$ cat src/verilog/adc_scan_map.svh
// Constants of the autoscan converter control: special function
// addresses, control field positions, reset values and timing counts.
// Assumes it is included by bare name from the converter control design file.
`ifndef ADC_SCAN_MAP_SVH
`define ADC_SCAN_MAP_SVH

// ----------------------------------------------------------------
// Special function addresses
// ----------------------------------------------------------------
`define ADDR_CTRL        8'hd7
`define ADDR_SCAN        8'he7
`define ADDR_RES_LO_BASE 8'he8
`define ADDR_RES_HI      8'hf7

// ----------------------------------------------------------------
// Control field positions
// ----------------------------------------------------------------
`define CTRL_PRE_HI      7
`define CTRL_PRE_LO      6
`define CTRL_RSVD        5
`define CTRL_DONE        4
`define CTRL_SST         3
`define CTRL_MODE        2
`define CTRL_RISE        1
`define CTRL_FALL        0

// ----------------------------------------------------------------
// Reset values
// ----------------------------------------------------------------
`define CTRL_RESET       8'h00
`define SCAN_RESET       8'h00

// ----------------------------------------------------------------
// Timing: core clocks per machine cycle
// ----------------------------------------------------------------
`define MC_CLKS          10'h00c

`endif

$ cat src/verilog/adc_scan_pkg.sv
// Types shared by the autoscan converter control.
// Assumes nothing of its surroundings.
package adc_scan_pkg;

  typedef enum logic [4:0] {
    ST_IDLE    = 5'b00001,
    ST_SAMPLE  = 5'b00010,
    ST_CONVERT = 5'b00100,
    ST_STORE   = 5'b01000,
    ST_INIT    = 5'b10000
  } conv_state_t;

endpackage

$ cat src/verilog/sync_edge.sv
// Three-stage synchroniser with agreement filter and edge pulses.
// Assumes asyncIn comes from outside the core_clk domain.
`timescale 1ns/1ns
module sync_edge (
  input  wire logic core_clk,
  input  wire logic rst_n,
  input  wire logic asyncIn,
  output logic      level,
  output logic      rise,
  output logic      fall
);

  logic s1_q;
  logic s2_q;
  logic s3_q;
  logic level_q;
  logic rise_q;
  logic fall_q;

  always_ff @(posedge core_clk) begin
    if (!rst_n) begin
      s1_q <= 1'b0;
      s2_q <= 1'b0;
      s3_q <= 1'b0;
    end else begin
      s1_q <= asyncIn;
      s2_q <= s1_q;
      s3_q <= s2_q;
    end
  end

  // A change counts once the second and third stages agree
  always_ff @(posedge core_clk) begin
    if (!rst_n) begin
      level_q <= 1'b0;
      rise_q  <= 1'b0;
      fall_q  <= 1'b0;
    end else begin
      rise_q <= 1'b0;
      fall_q <= 1'b0;
      if (s2_q == s3_q && s3_q != level_q) begin
        level_q <= s3_q;
        rise_q  <= s3_q;
        fall_q  <= ~s3_q;
      end
    end
  end

  assign level = level_q;
  assign rise  = rise_q;
  assign fall  = fall_q;

endmodule // sync_edge

$ cat src/verilog/adc_autoscan_control.sv
// Control logic of an eight-channel, ten-bit successive approximation
// converter with autonomous autoscan, reached through special function
// registers. Assumes a comparator that reports analog input at or above
// the DAC code, and an interrupt controller that applies its own enable.
//
// Function
// - Ten-bit successive approximation results, one of eight inputs per conversion.
// - Eight ten-bit result buffers; each result goes to its channel's buffer.
// - Control register at address D7H, reset to all zeros.
// - Control bits 7:6 pick prescaler divisor 2, 4, 6 or 8.
// - Done flag bit 4 set after every loop; raises the interrupt request.
// - Done flag cleared only by writing zero; writing one never sets it.
// - Setting start bit 3 by software or enabled pin edge starts scanning.
// - Continuous mode keeps start bit at one and loops while any channel is selected; an empty select clears it at loop end.
// - One-time mode clears start bit after the last selected channel.
// - While start bit is one, further start requests are ignored.
// - Software clearing the start bit aborts the conversion in progress.
// - Control bit 2 picks continuous repeating scan or a single pass.
// - Bit 1 lets a rising pin edge start conversion and capture.
// - Bit 0 lets a falling pin edge start conversion and capture.
// - Loop covers any set of one to eight inputs without processor help.
// - Scan-select bits include channels; every scan starts at lowest selected.
// - With no channel selected, no conversion starts.
// - Conversion takes 6m+1 machine cycles; conversions spaced 7m apart.
// - Low-byte read latches that channel's upper two bits into high register.
`timescale 1ns/1ns
`include "adc_scan_map.svh"
module adc_autoscan_control
  import adc_scan_pkg::*;
(
  input  wire logic       core_clk,
  input  wire logic       rst_n,
  input  wire logic [7:0] sfrAddr,
  input  wire logic       sfrWrEn,
  input  wire logic [7:0] sfrWrData,
  input  wire logic       sfrRdEn,
  output logic      [7:0] sfrRdData,
  input  wire logic       ext_start_pin,
  input  wire logic       compOut,
  output logic      [2:0] chanSel,
  output logic      [9:0] dacCode,
  output logic            sampleEn,
  output logic            captureStrobe,
  output logic            scanDoneIrq
);

  // ----------------------------------------------------------------
  // Declarations
  // ----------------------------------------------------------------
  logic [1:0]  prescSel_q;
  logic        scan_done_flag_q;
  logic        start_status_bit_q;
  logic        scan_mode_bit_q;
  logic        ext_rise_enable_q;
  logic        ext_fall_enable_q;
  logic [7:0]  scan_select_reg_q;
  conv_state_t state_q;
  logic [9:0]  tmr_q;
  logic [7:0]  remain_q;
  logic [2:0]  chan_q;
  logic [9:0]  trial_q;
  logic [9:0]  mask_q;
  logic [9:0]  resBuf [0:7];
  logic [1:0]  result_high_bits_q;
  logic [7:0]  rdData_q;
  logic        capture_q;
  logic        extLevel;
  logic        extRise;
  logic        extFall;
  logic        compLevel;
  logic        wrCtrl;
  logic        wrScan;
  logic        rdResLo;
  logic        extTrig;
  logic        startReq;
  logic        swAbort;
  logic        tmrDone;
  logic [7:0]  remainNext;
  logic        loopEnd;
  logic [9:0]  bitClks;
  logic [9:0]  initClks;
  logic [9:0]  keptCode;

  // Lowest selected channel in a mask
  function automatic logic [2:0] lowestSel(input logic [7:0] m);
    logic [2:0] idx;
    idx = 3'h0;
    for (int i = 7; i >= 0; i--) begin
      if (m[i]) begin
        idx = 3'(i);
      end
    end
    return idx;
  endfunction

  // ----------------------------------------------------------------
  // Input synchronisers
  // ----------------------------------------------------------------
  sync_edge extSync (
    .core_clk (core_clk),
    .rst_n    (rst_n),
    .asyncIn  (ext_start_pin),
    .level    (extLevel),
    .rise     (extRise),
    .fall     (extFall)
  );

  sync_edge compSync (
    .core_clk (core_clk),
    .rst_n    (rst_n),
    .asyncIn  (compOut),
    .level    (compLevel),
    .rise     (),
    .fall     ()
  );

  // ----------------------------------------------------------------
  // Decode and start control
  // ----------------------------------------------------------------
  assign wrCtrl  = sfrWrEn && (sfrAddr == `ADDR_CTRL);
  assign wrScan  = sfrWrEn && (sfrAddr == `ADDR_SCAN);
  assign rdResLo = sfrRdEn && ((sfrAddr & 8'hf8) == `ADDR_RES_LO_BASE);

  assign extTrig = (extRise && ext_rise_enable_q)
                || (extFall && ext_fall_enable_q);

  // Start only when idle and at least one channel is selected
  assign startReq = !start_status_bit_q && (scan_select_reg_q != 8'h00)
                 && ((wrCtrl && sfrWrData[`CTRL_SST]) || extTrig);
  assign swAbort  = start_status_bit_q && wrCtrl && !sfrWrData[`CTRL_SST];

  // ----------------------------------------------------------------
  // Timing: divisor m = 2*(sel+1); bit period is m/2 machine cycles
  // ----------------------------------------------------------------
  assign bitClks  = 10'((10'({8'h00, prescSel_q}) + 10'h001) * `MC_CLKS);
  assign initClks = 10'((10'({7'h00, prescSel_q, 1'b0}) + 10'h001) * `MC_CLKS);
  assign tmrDone  = (tmr_q == 10'h000);

  assign remainNext = remain_q & ~(8'h01 << chan_q);
  assign loopEnd    = (state_q == ST_STORE) && tmrDone && (remainNext == 8'h00) && !swAbort;
  assign keptCode   = compLevel ? trial_q : (trial_q & ~mask_q);

  // ----------------------------------------------------------------
  // Control register
  // ----------------------------------------------------------------
  always_ff @(posedge core_clk) begin
    if (!rst_n) begin
      prescSel_q        <= 2'(`CTRL_RESET >> `CTRL_PRE_LO);
      scan_mode_bit_q   <= 1'b0;
      ext_rise_enable_q <= 1'b0;
      ext_fall_enable_q <= 1'b0;
    end else if (wrCtrl) begin
      prescSel_q        <= sfrWrData[`CTRL_PRE_HI:`CTRL_PRE_LO];
      scan_mode_bit_q   <= sfrWrData[`CTRL_MODE];
      ext_rise_enable_q <= sfrWrData[`CTRL_RISE];
      ext_fall_enable_q <= sfrWrData[`CTRL_FALL];
    end
  end

  // Hardware set wins over a software clear in the same cycle
  always_ff @(posedge core_clk) begin
    if (!rst_n) begin
      scan_done_flag_q <= 1'b0;
    end else if (loopEnd) begin
      scan_done_flag_q <= 1'b1;
    end else if (wrCtrl && !sfrWrData[`CTRL_DONE]) begin
      scan_done_flag_q <= 1'b0;
    end
  end

  always_ff @(posedge core_clk) begin
    if (!rst_n) begin
      start_status_bit_q <= 1'b0;
    end else if (startReq) begin
      start_status_bit_q <= 1'b1;
    end else if (swAbort) begin
      start_status_bit_q <= 1'b0;
    end else if (loopEnd && (!scan_mode_bit_q || scan_select_reg_q == 8'h00)) begin
      start_status_bit_q <= 1'b0;
    end
  end

  always_ff @(posedge core_clk) begin
    if (!rst_n) begin
      scan_select_reg_q <= `SCAN_RESET;
    end else if (wrScan) begin
      scan_select_reg_q <= sfrWrData;
    end
  end

  always_ff @(posedge core_clk) begin
    if (!rst_n) begin
      capture_q <= 1'b0;
    end else begin
      capture_q <= extTrig;
    end
  end

  // ----------------------------------------------------------------
  // Autoscan sequencer
  // ----------------------------------------------------------------
  always_ff @(posedge core_clk) begin
    if (!rst_n) begin
      state_q  <= ST_IDLE;
      tmr_q    <= 10'h000;
      remain_q <= 8'h00;
      chan_q   <= 3'h0;
      trial_q  <= 10'h000;
      mask_q   <= 10'h000;
    end else if (swAbort) begin
      state_q <= ST_IDLE;
      tmr_q   <= 10'h000;
    end else begin
      case (state_q)
        ST_IDLE: begin
          if (startReq) begin
            remain_q <= scan_select_reg_q;
            chan_q   <= lowestSel(scan_select_reg_q);
            tmr_q    <= 10'((bitClks << 1) - 10'h001);
            state_q  <= ST_SAMPLE;
          end
        end
        ST_SAMPLE: begin
          if (tmrDone) begin
            trial_q <= 10'h200;
            mask_q  <= 10'h200;
            tmr_q   <= 10'(bitClks - 10'h001);
            state_q <= ST_CONVERT;
          end else begin
            tmr_q <= 10'(tmr_q - 10'h001);
          end
        end
        ST_CONVERT: begin
          if (tmrDone) begin
            // Keep the trial bit when the input is at or above the code
            trial_q <= keptCode | (mask_q >> 1);
            mask_q  <= mask_q >> 1;
            if (mask_q[0]) begin
              tmr_q   <= 10'(`MC_CLKS - 10'h001);
              state_q <= ST_STORE;
            end else begin
              tmr_q <= 10'(bitClks - 10'h001);
            end
          end else begin
            tmr_q <= 10'(tmr_q - 10'h001);
          end
        end
        ST_STORE: begin
          if (tmrDone) begin
            tmr_q <= 10'(initClks - 10'h001);
            if (remainNext != 8'h00) begin
              remain_q <= remainNext;
              chan_q   <= lowestSel(remainNext);
              state_q  <= ST_INIT;
            end else if (scan_mode_bit_q && scan_select_reg_q != 8'h00) begin
              remain_q <= scan_select_reg_q;
              chan_q   <= lowestSel(scan_select_reg_q);
              state_q  <= ST_INIT;
            end else begin
              remain_q <= 8'h00;
              state_q  <= ST_IDLE;
            end
          end else begin
            tmr_q <= 10'(tmr_q - 10'h001);
          end
        end
        ST_INIT: begin
          if (tmrDone) begin
            tmr_q   <= 10'((bitClks << 1) - 10'h001);
            state_q <= ST_SAMPLE;
          end else begin
            tmr_q <= 10'(tmr_q - 10'h001);
          end
        end
        default: begin
          state_q <= ST_IDLE;
          tmr_q   <= 10'h000;
        end
      endcase
    end
  end

  // ----------------------------------------------------------------
  // Result buffers, not affected by reset
  // ----------------------------------------------------------------
  always_ff @(posedge core_clk) begin
    if (state_q == ST_STORE && tmrDone && !swAbort) begin
      resBuf[chan_q] <= trial_q;
    end
  end

  // ----------------------------------------------------------------
  // Register reads, answered one cycle after the strobe
  // ----------------------------------------------------------------
  always_ff @(posedge core_clk) begin
    if (rdResLo) begin
      result_high_bits_q <= resBuf[sfrAddr[2:0]][9:8];
    end
  end

  always_ff @(posedge core_clk) begin
    if (!rst_n) begin
      rdData_q <= 8'h00;
    end else if (!sfrRdEn) begin
      rdData_q <= 8'h00;
    end else if (sfrAddr == `ADDR_CTRL) begin
      // Reserved bit reads as zero
      rdData_q <= {prescSel_q, 1'b0, scan_done_flag_q, start_status_bit_q,
                   scan_mode_bit_q, ext_rise_enable_q, ext_fall_enable_q};
    end else if (sfrAddr == `ADDR_SCAN) begin
      rdData_q <= scan_select_reg_q;
    end else if (rdResLo) begin
      rdData_q <= resBuf[sfrAddr[2:0]][7:0];
    end else if (sfrAddr == `ADDR_RES_HI) begin
      rdData_q <= {6'h00, result_high_bits_q};
    end else begin
      rdData_q <= 8'h00;
    end
  end

  // ----------------------------------------------------------------
  // Outputs
  // ----------------------------------------------------------------
  assign sfrRdData     = rdData_q;
  assign chanSel       = chan_q;
  assign dacCode       = trial_q;
  assign sampleEn      = (state_q == ST_SAMPLE);
  assign captureStrobe = capture_q;
  assign scanDoneIrq   = scan_done_flag_q;

endmodule // adc_autoscan_control

$ cat config.mk
export PLATFORM = sky130hd
export DESIGN_NAME = adc_autoscan_control
export DESIGN_NICKNAME = d
export VERILOG_FILES = /design/src/verilog/adc_scan_pkg.sv /design/src/verilog/sync_edge.sv /design/src/verilog/adc_autoscan_control.sv
export VERILOG_INCLUDE_DIRS = /design/src /design/src/verilog
export SDC_FILE = /design/constraint.sdc
export NUM_CORES = 1
export LEC_CHECK = 0
export BUFFER_PORTS_ARGS = -buffer_cell sky130_fd_sc_hd__buf_4
export CAP_MARGIN = 20
export CORE_MARGIN = 8
export CORE_UTILIZATION = 35
export CTS_BUF_LIST = sky130_fd_sc_hd__clkbuf_8
export DETAILED_ROUTE_END_ITERATION = 8
export PLACE_DENSITY_LB_ADDON = 0.12
export REMOVE_ABC_BUFFERS = 1
export SLEW_MARGIN = 30
export SYNTH_ARGS = -nofsm -noshare
export SYNTH_HDL_FRONTEND = slang
export SYNTH_SLANG_ARGS = --single-unit
$ cat constraint.sdc
create_clock -name core_clk -period 3.94 [get_ports core_clk]
set_input_delay 0.788 -clock core_clk [delete_from_list [all_inputs] [get_ports core_clk]]
set_output_delay 0.788 -clock core_clk [all_outputs]
set_load 0.01 [all_outputs]
==> results.sh <==
export IMPL_min_path_type="reg2reg"
export IMPL_p_leak_nw=3.143
export IMPL_tns_ns=0
export IMPL_r2r_end="remain_q[5]"
export IMPL_row_count=53
export IMPL_final_nets=759
export IMPL_path_cells="inv_1, ha_1, or4b_1, nor3_1, a221oi_1, nor2_1, nand3_1, a21boi_0"
export IMPL_ir_drop_uv=166.7
export IMPL_cellPowerDensity_mw_per_mm2=349.4
export IMPL_tightest_slew_ns=1.003
export IMPL_n_fill_cell=2006
export IMPL_synth_xor_area_share_pct=0.8156
export IMPL_dr_first_iter_drc_count=520
export IMPL_outcome="completed"
export IMPL_reg2regPathDepth=8
export IMPL_synth_edff_count=82
export IMPL_synth_fa_ha_area_share_pct=1.332
export IMPL_cts_reportedPaths_clkPinSlew_ns=0.09
export IMPL_finClkSkew_ns=0.01509
export IMPL_synth_mux_area_share_pct=10.07
export IMPL_grt_pass1_vias=5385
export IMPL_min_period_ns=3.064
export IMPL_grt_overflow=0
export IMPL_post_cts_buffers=0
export IMPL_wire_per_inst_um=19.59
export IMPL_regToRegStartpoint="tmr_q[0]"
export IMPL_initial_core_util_pct=35.76
export IMPL_cts_resized=0
export IMPL_first_pass_iters=5
export IMPL_antenna_found_initial=0
export IMPL_die_h_um=162.6
export IMPL_reg2reg_slack_ns=0.88
export IMPL_synth_cells=681
export IMPL_worst_slack_ns=0.8761
export IMPL_whs_path_depth=1
export IMPL_rsz0062_at_grt="no"
export IMPL_synth_simple_area_share_pct=15.71
export IMPL_cp_data_required_time_ns=4.34
export IMPL_insertion_delay_ns=0.47
export IMPL_insertedDiodeCount=0
export IMPL_syn_mean_instance_area_sq_um=11.04
export IMPL_ys_flop_type="edfxtp_1"
export IMPL_synth_distinct_cells=64
export IMPL_cpPeakStageDelay_ns=0.66
export IMPL_grt_use_total_pct=15.29
export IMPL_yosys_warnings=0
export IMPL_viasPerCell=5.532
export IMPL_synth_top_family_by_area="simple AND/OR/NAND/NOR gates"
export IMPL_worstSetupStartpointType="register"
export IMPL_most_common_layout_cells="edfxtp_1, dfxtp_1, nand2_1"
export IMPL_path_delay_family="simple AND/OR/NAND/NOR gates"
export IMPL_crit_start="tmr_q[0]"
export IMPL_hpwl_mm=13.78
export IMPL_cts_root_buf="clkbuf_8"
export IMPL_setup_viol=0
export IMPL_clkSinkCount=162
export IMPL_slew_headroom_pct=32.41
export IMPL_crit_path_end_kind="register"
export IMPL_wirelength_mm=19.93
export IMPL_syn_cell_area_sq_mm=0.007517
export IMPL_cp_slowest_cell="nor2_1"
export IMPL_criticalPathCategory="reg2reg"
export IMPL_route_detailed_drc=0
export IMPL_design_area_sq_mm=0.008562
export IMPL_cap_violations=0
export IMPL_critPathCapture="remain_q[5]"
export IMPL_htree_levels=4
export IMPL_timing_fmax_mhz=326.4
export IMPL_yosysSeqAreaShare_pct=54.06
export IMPL_period_share_pct=77.77
export IMPL_crit_arrival_ns=3.46
export IMPL_postPlaceCellArea_sq_mm=0.008195
export IMPL_ctsHoldBuffers=0
export IMPL_place_gp_congestion=0.8721
export IMPL_core_area_sq_mm=0.02102
export IMPL_critical_path_depth=8
export IMPL_final_common_cell="edfxtp_1"
export IMPL_die_area_sq_mm=0.02642
export IMPL_numCtsBuffers=17
export IMPL_io_pins=46
export IMPL_worstPathMaxFanout=9
export IMPL_ys_async_sr_fraction_pct=0
export IMPL_critPathBufInv=1
export IMPL_cts_buffer_depth=2
export IMPL_pre_cts_slack_ns=0.7410
export IMPL_grt_pass1_wl_mm=31.06
export IMPL_antenna_left=0
export IMPL_grt_max_degree=52
export IMPL_synth_compound_area_share_pct=15.25
export IMPL_final_max_slew_viol_count=0
export IMPL_drive_gt1_share_pct=18.60
export IMPL_vias=5626
export IMPL_io_buffers=45
export IMPL_die_x_um=162.6
export IMPL_hold_violations=0
export IMPL_ys_ff_latch=162
export IMPL_area_delta_synth_final_pct=13.90
export IMPL_cts_tree="yes"
==> flip-flops by register name (all words and copies together), names as in the netlist, 2 cells and up <==
register            flops
chanSel                 3
state_q                 5
mask_q                 10
prescSel_q              2
result_high_bits_q      2
scan_select_reg_q       8
sfrRdData               8
dacCode                10
tmr_q                  10
remain_q                8
resBuf                 80
==> power breakdown <==
| part | total (mW) | internal (mW) | switching (mW) |
|---|---|---|---|
| logic | 0.0762 | 0.0347 | 0.0414 |
| clock network | 1.16 | 0.504 | 0.656 |
| registers | 1.76 | 1.75 | 0.00157 |
| total | 2.99 | 2.29 | 0.699 |
==> synth_stat cells, types with 3 or more instances <==
cell      count  area, sq um
edfxtp_1     82         2462
dfxtp_1      80         1602
nand2_1      67        251.5
nor2_1       50        187.7
o21ai_0      40        200.2
a21oi_1      37        185.2
a21boi_0     28        210.2
clkbuf_1     26        97.59
nor2b_1      22        137.6
mux4_2       20        450.4
nand3_1      20        100.1
inv_1        17        63.81
nor3_1       17        85.08
mux2i_1      16        160.2
mux2_2       13        146.4
nand2b_1     11        68.82
a22oi_1       9        67.56
ha_1          8        100.1
and2_1        7        43.79
o211ai_1      7        52.55
nor4_1        6        37.54
o22ai_1       6        37.54
a222oi_1      5        50.05
xnor2_1       5        43.79
a31oi_1       4        25.02
and3b_1       4        35.03
buf_2         4        20.02
nand3b_1      4        30.03
o22a_1        4        35.03
or3_1         4        25.02
a211oi_1      3        22.52
a21o_1        3        22.52
a221oi_1      3        26.28
a32oi_1       3        26.28
and4b_1       3        30.03
nand4b_1      3        26.28
o21bai_1      3        22.52
==> how the worst min path moves through the flow <==
stage	from	endpoint	slack, ns
after detailed placement	compSync.s1_q	compSync.s2_q	0.42
after global placement	extSync.s1_q	extSync.s2_q	0.42
final	compSync.s1_q	compSync.s2_q	0.44
after CTS	compSync.s1_q	compSync.s2_q	0.44
after floorplan	compSync.s1_q	compSync.s2_q	0.41
after global routing	compSync.s1_q	compSync.s2_q	0.46
==> area by class of cell <==
| cell class | instances | area, sq um | share of cell area [%] |
|---|---|---|---|
| sequential | 162 | 4064 | 47.46 |
| multi-input combinational | 469 | 3258 | 38.05 |
| timing repair buffer | 62 | 465.4 | 5.436 |
| tap | 275 | 344.1 | 4.019 |
| clock buffer | 17 | 234.0 | 2.733 |
| clock inverter | 15 | 132.6 | 1.549 |
| inverter | 17 | 63.81 | 0.7453 |
==> metal layers <==
layer	GRT usage [%]	wire, um	vias to the layer above
met3	3.311	1036	34
met1	20.44	9261	2776
met5	0	0	-
li1	-	-	2649
met2	24.00	9248	167
met4	5.546	381	0
==> stage by stage <==
stage               hold WS [ns]  util [%]  cells  power [mW]
floorplan                 0.4118         -    648       1.822
global placement          0.4161     38.99    985       1.871
CTS                       0.4389     40.73   1017       3.024
global route              0.4641     40.73   1017       3.108
detailed placement        0.4179     38.99    985       1.872
finish                    0.4394     40.73   1017       2.991
==> cells by family (layout without fill, tap and decap cells) <==
family	count (synthesis)	count (layout)
DFF	162	162
AOI/OAI and AO/OA	173	173
buffers and inverters	50	111
xor gates and xnor gates	7	7
and+or+nand+nor	232	232
muxes	49	49
adders and majority gates	8	8
(Power assumes the default switching activity.)
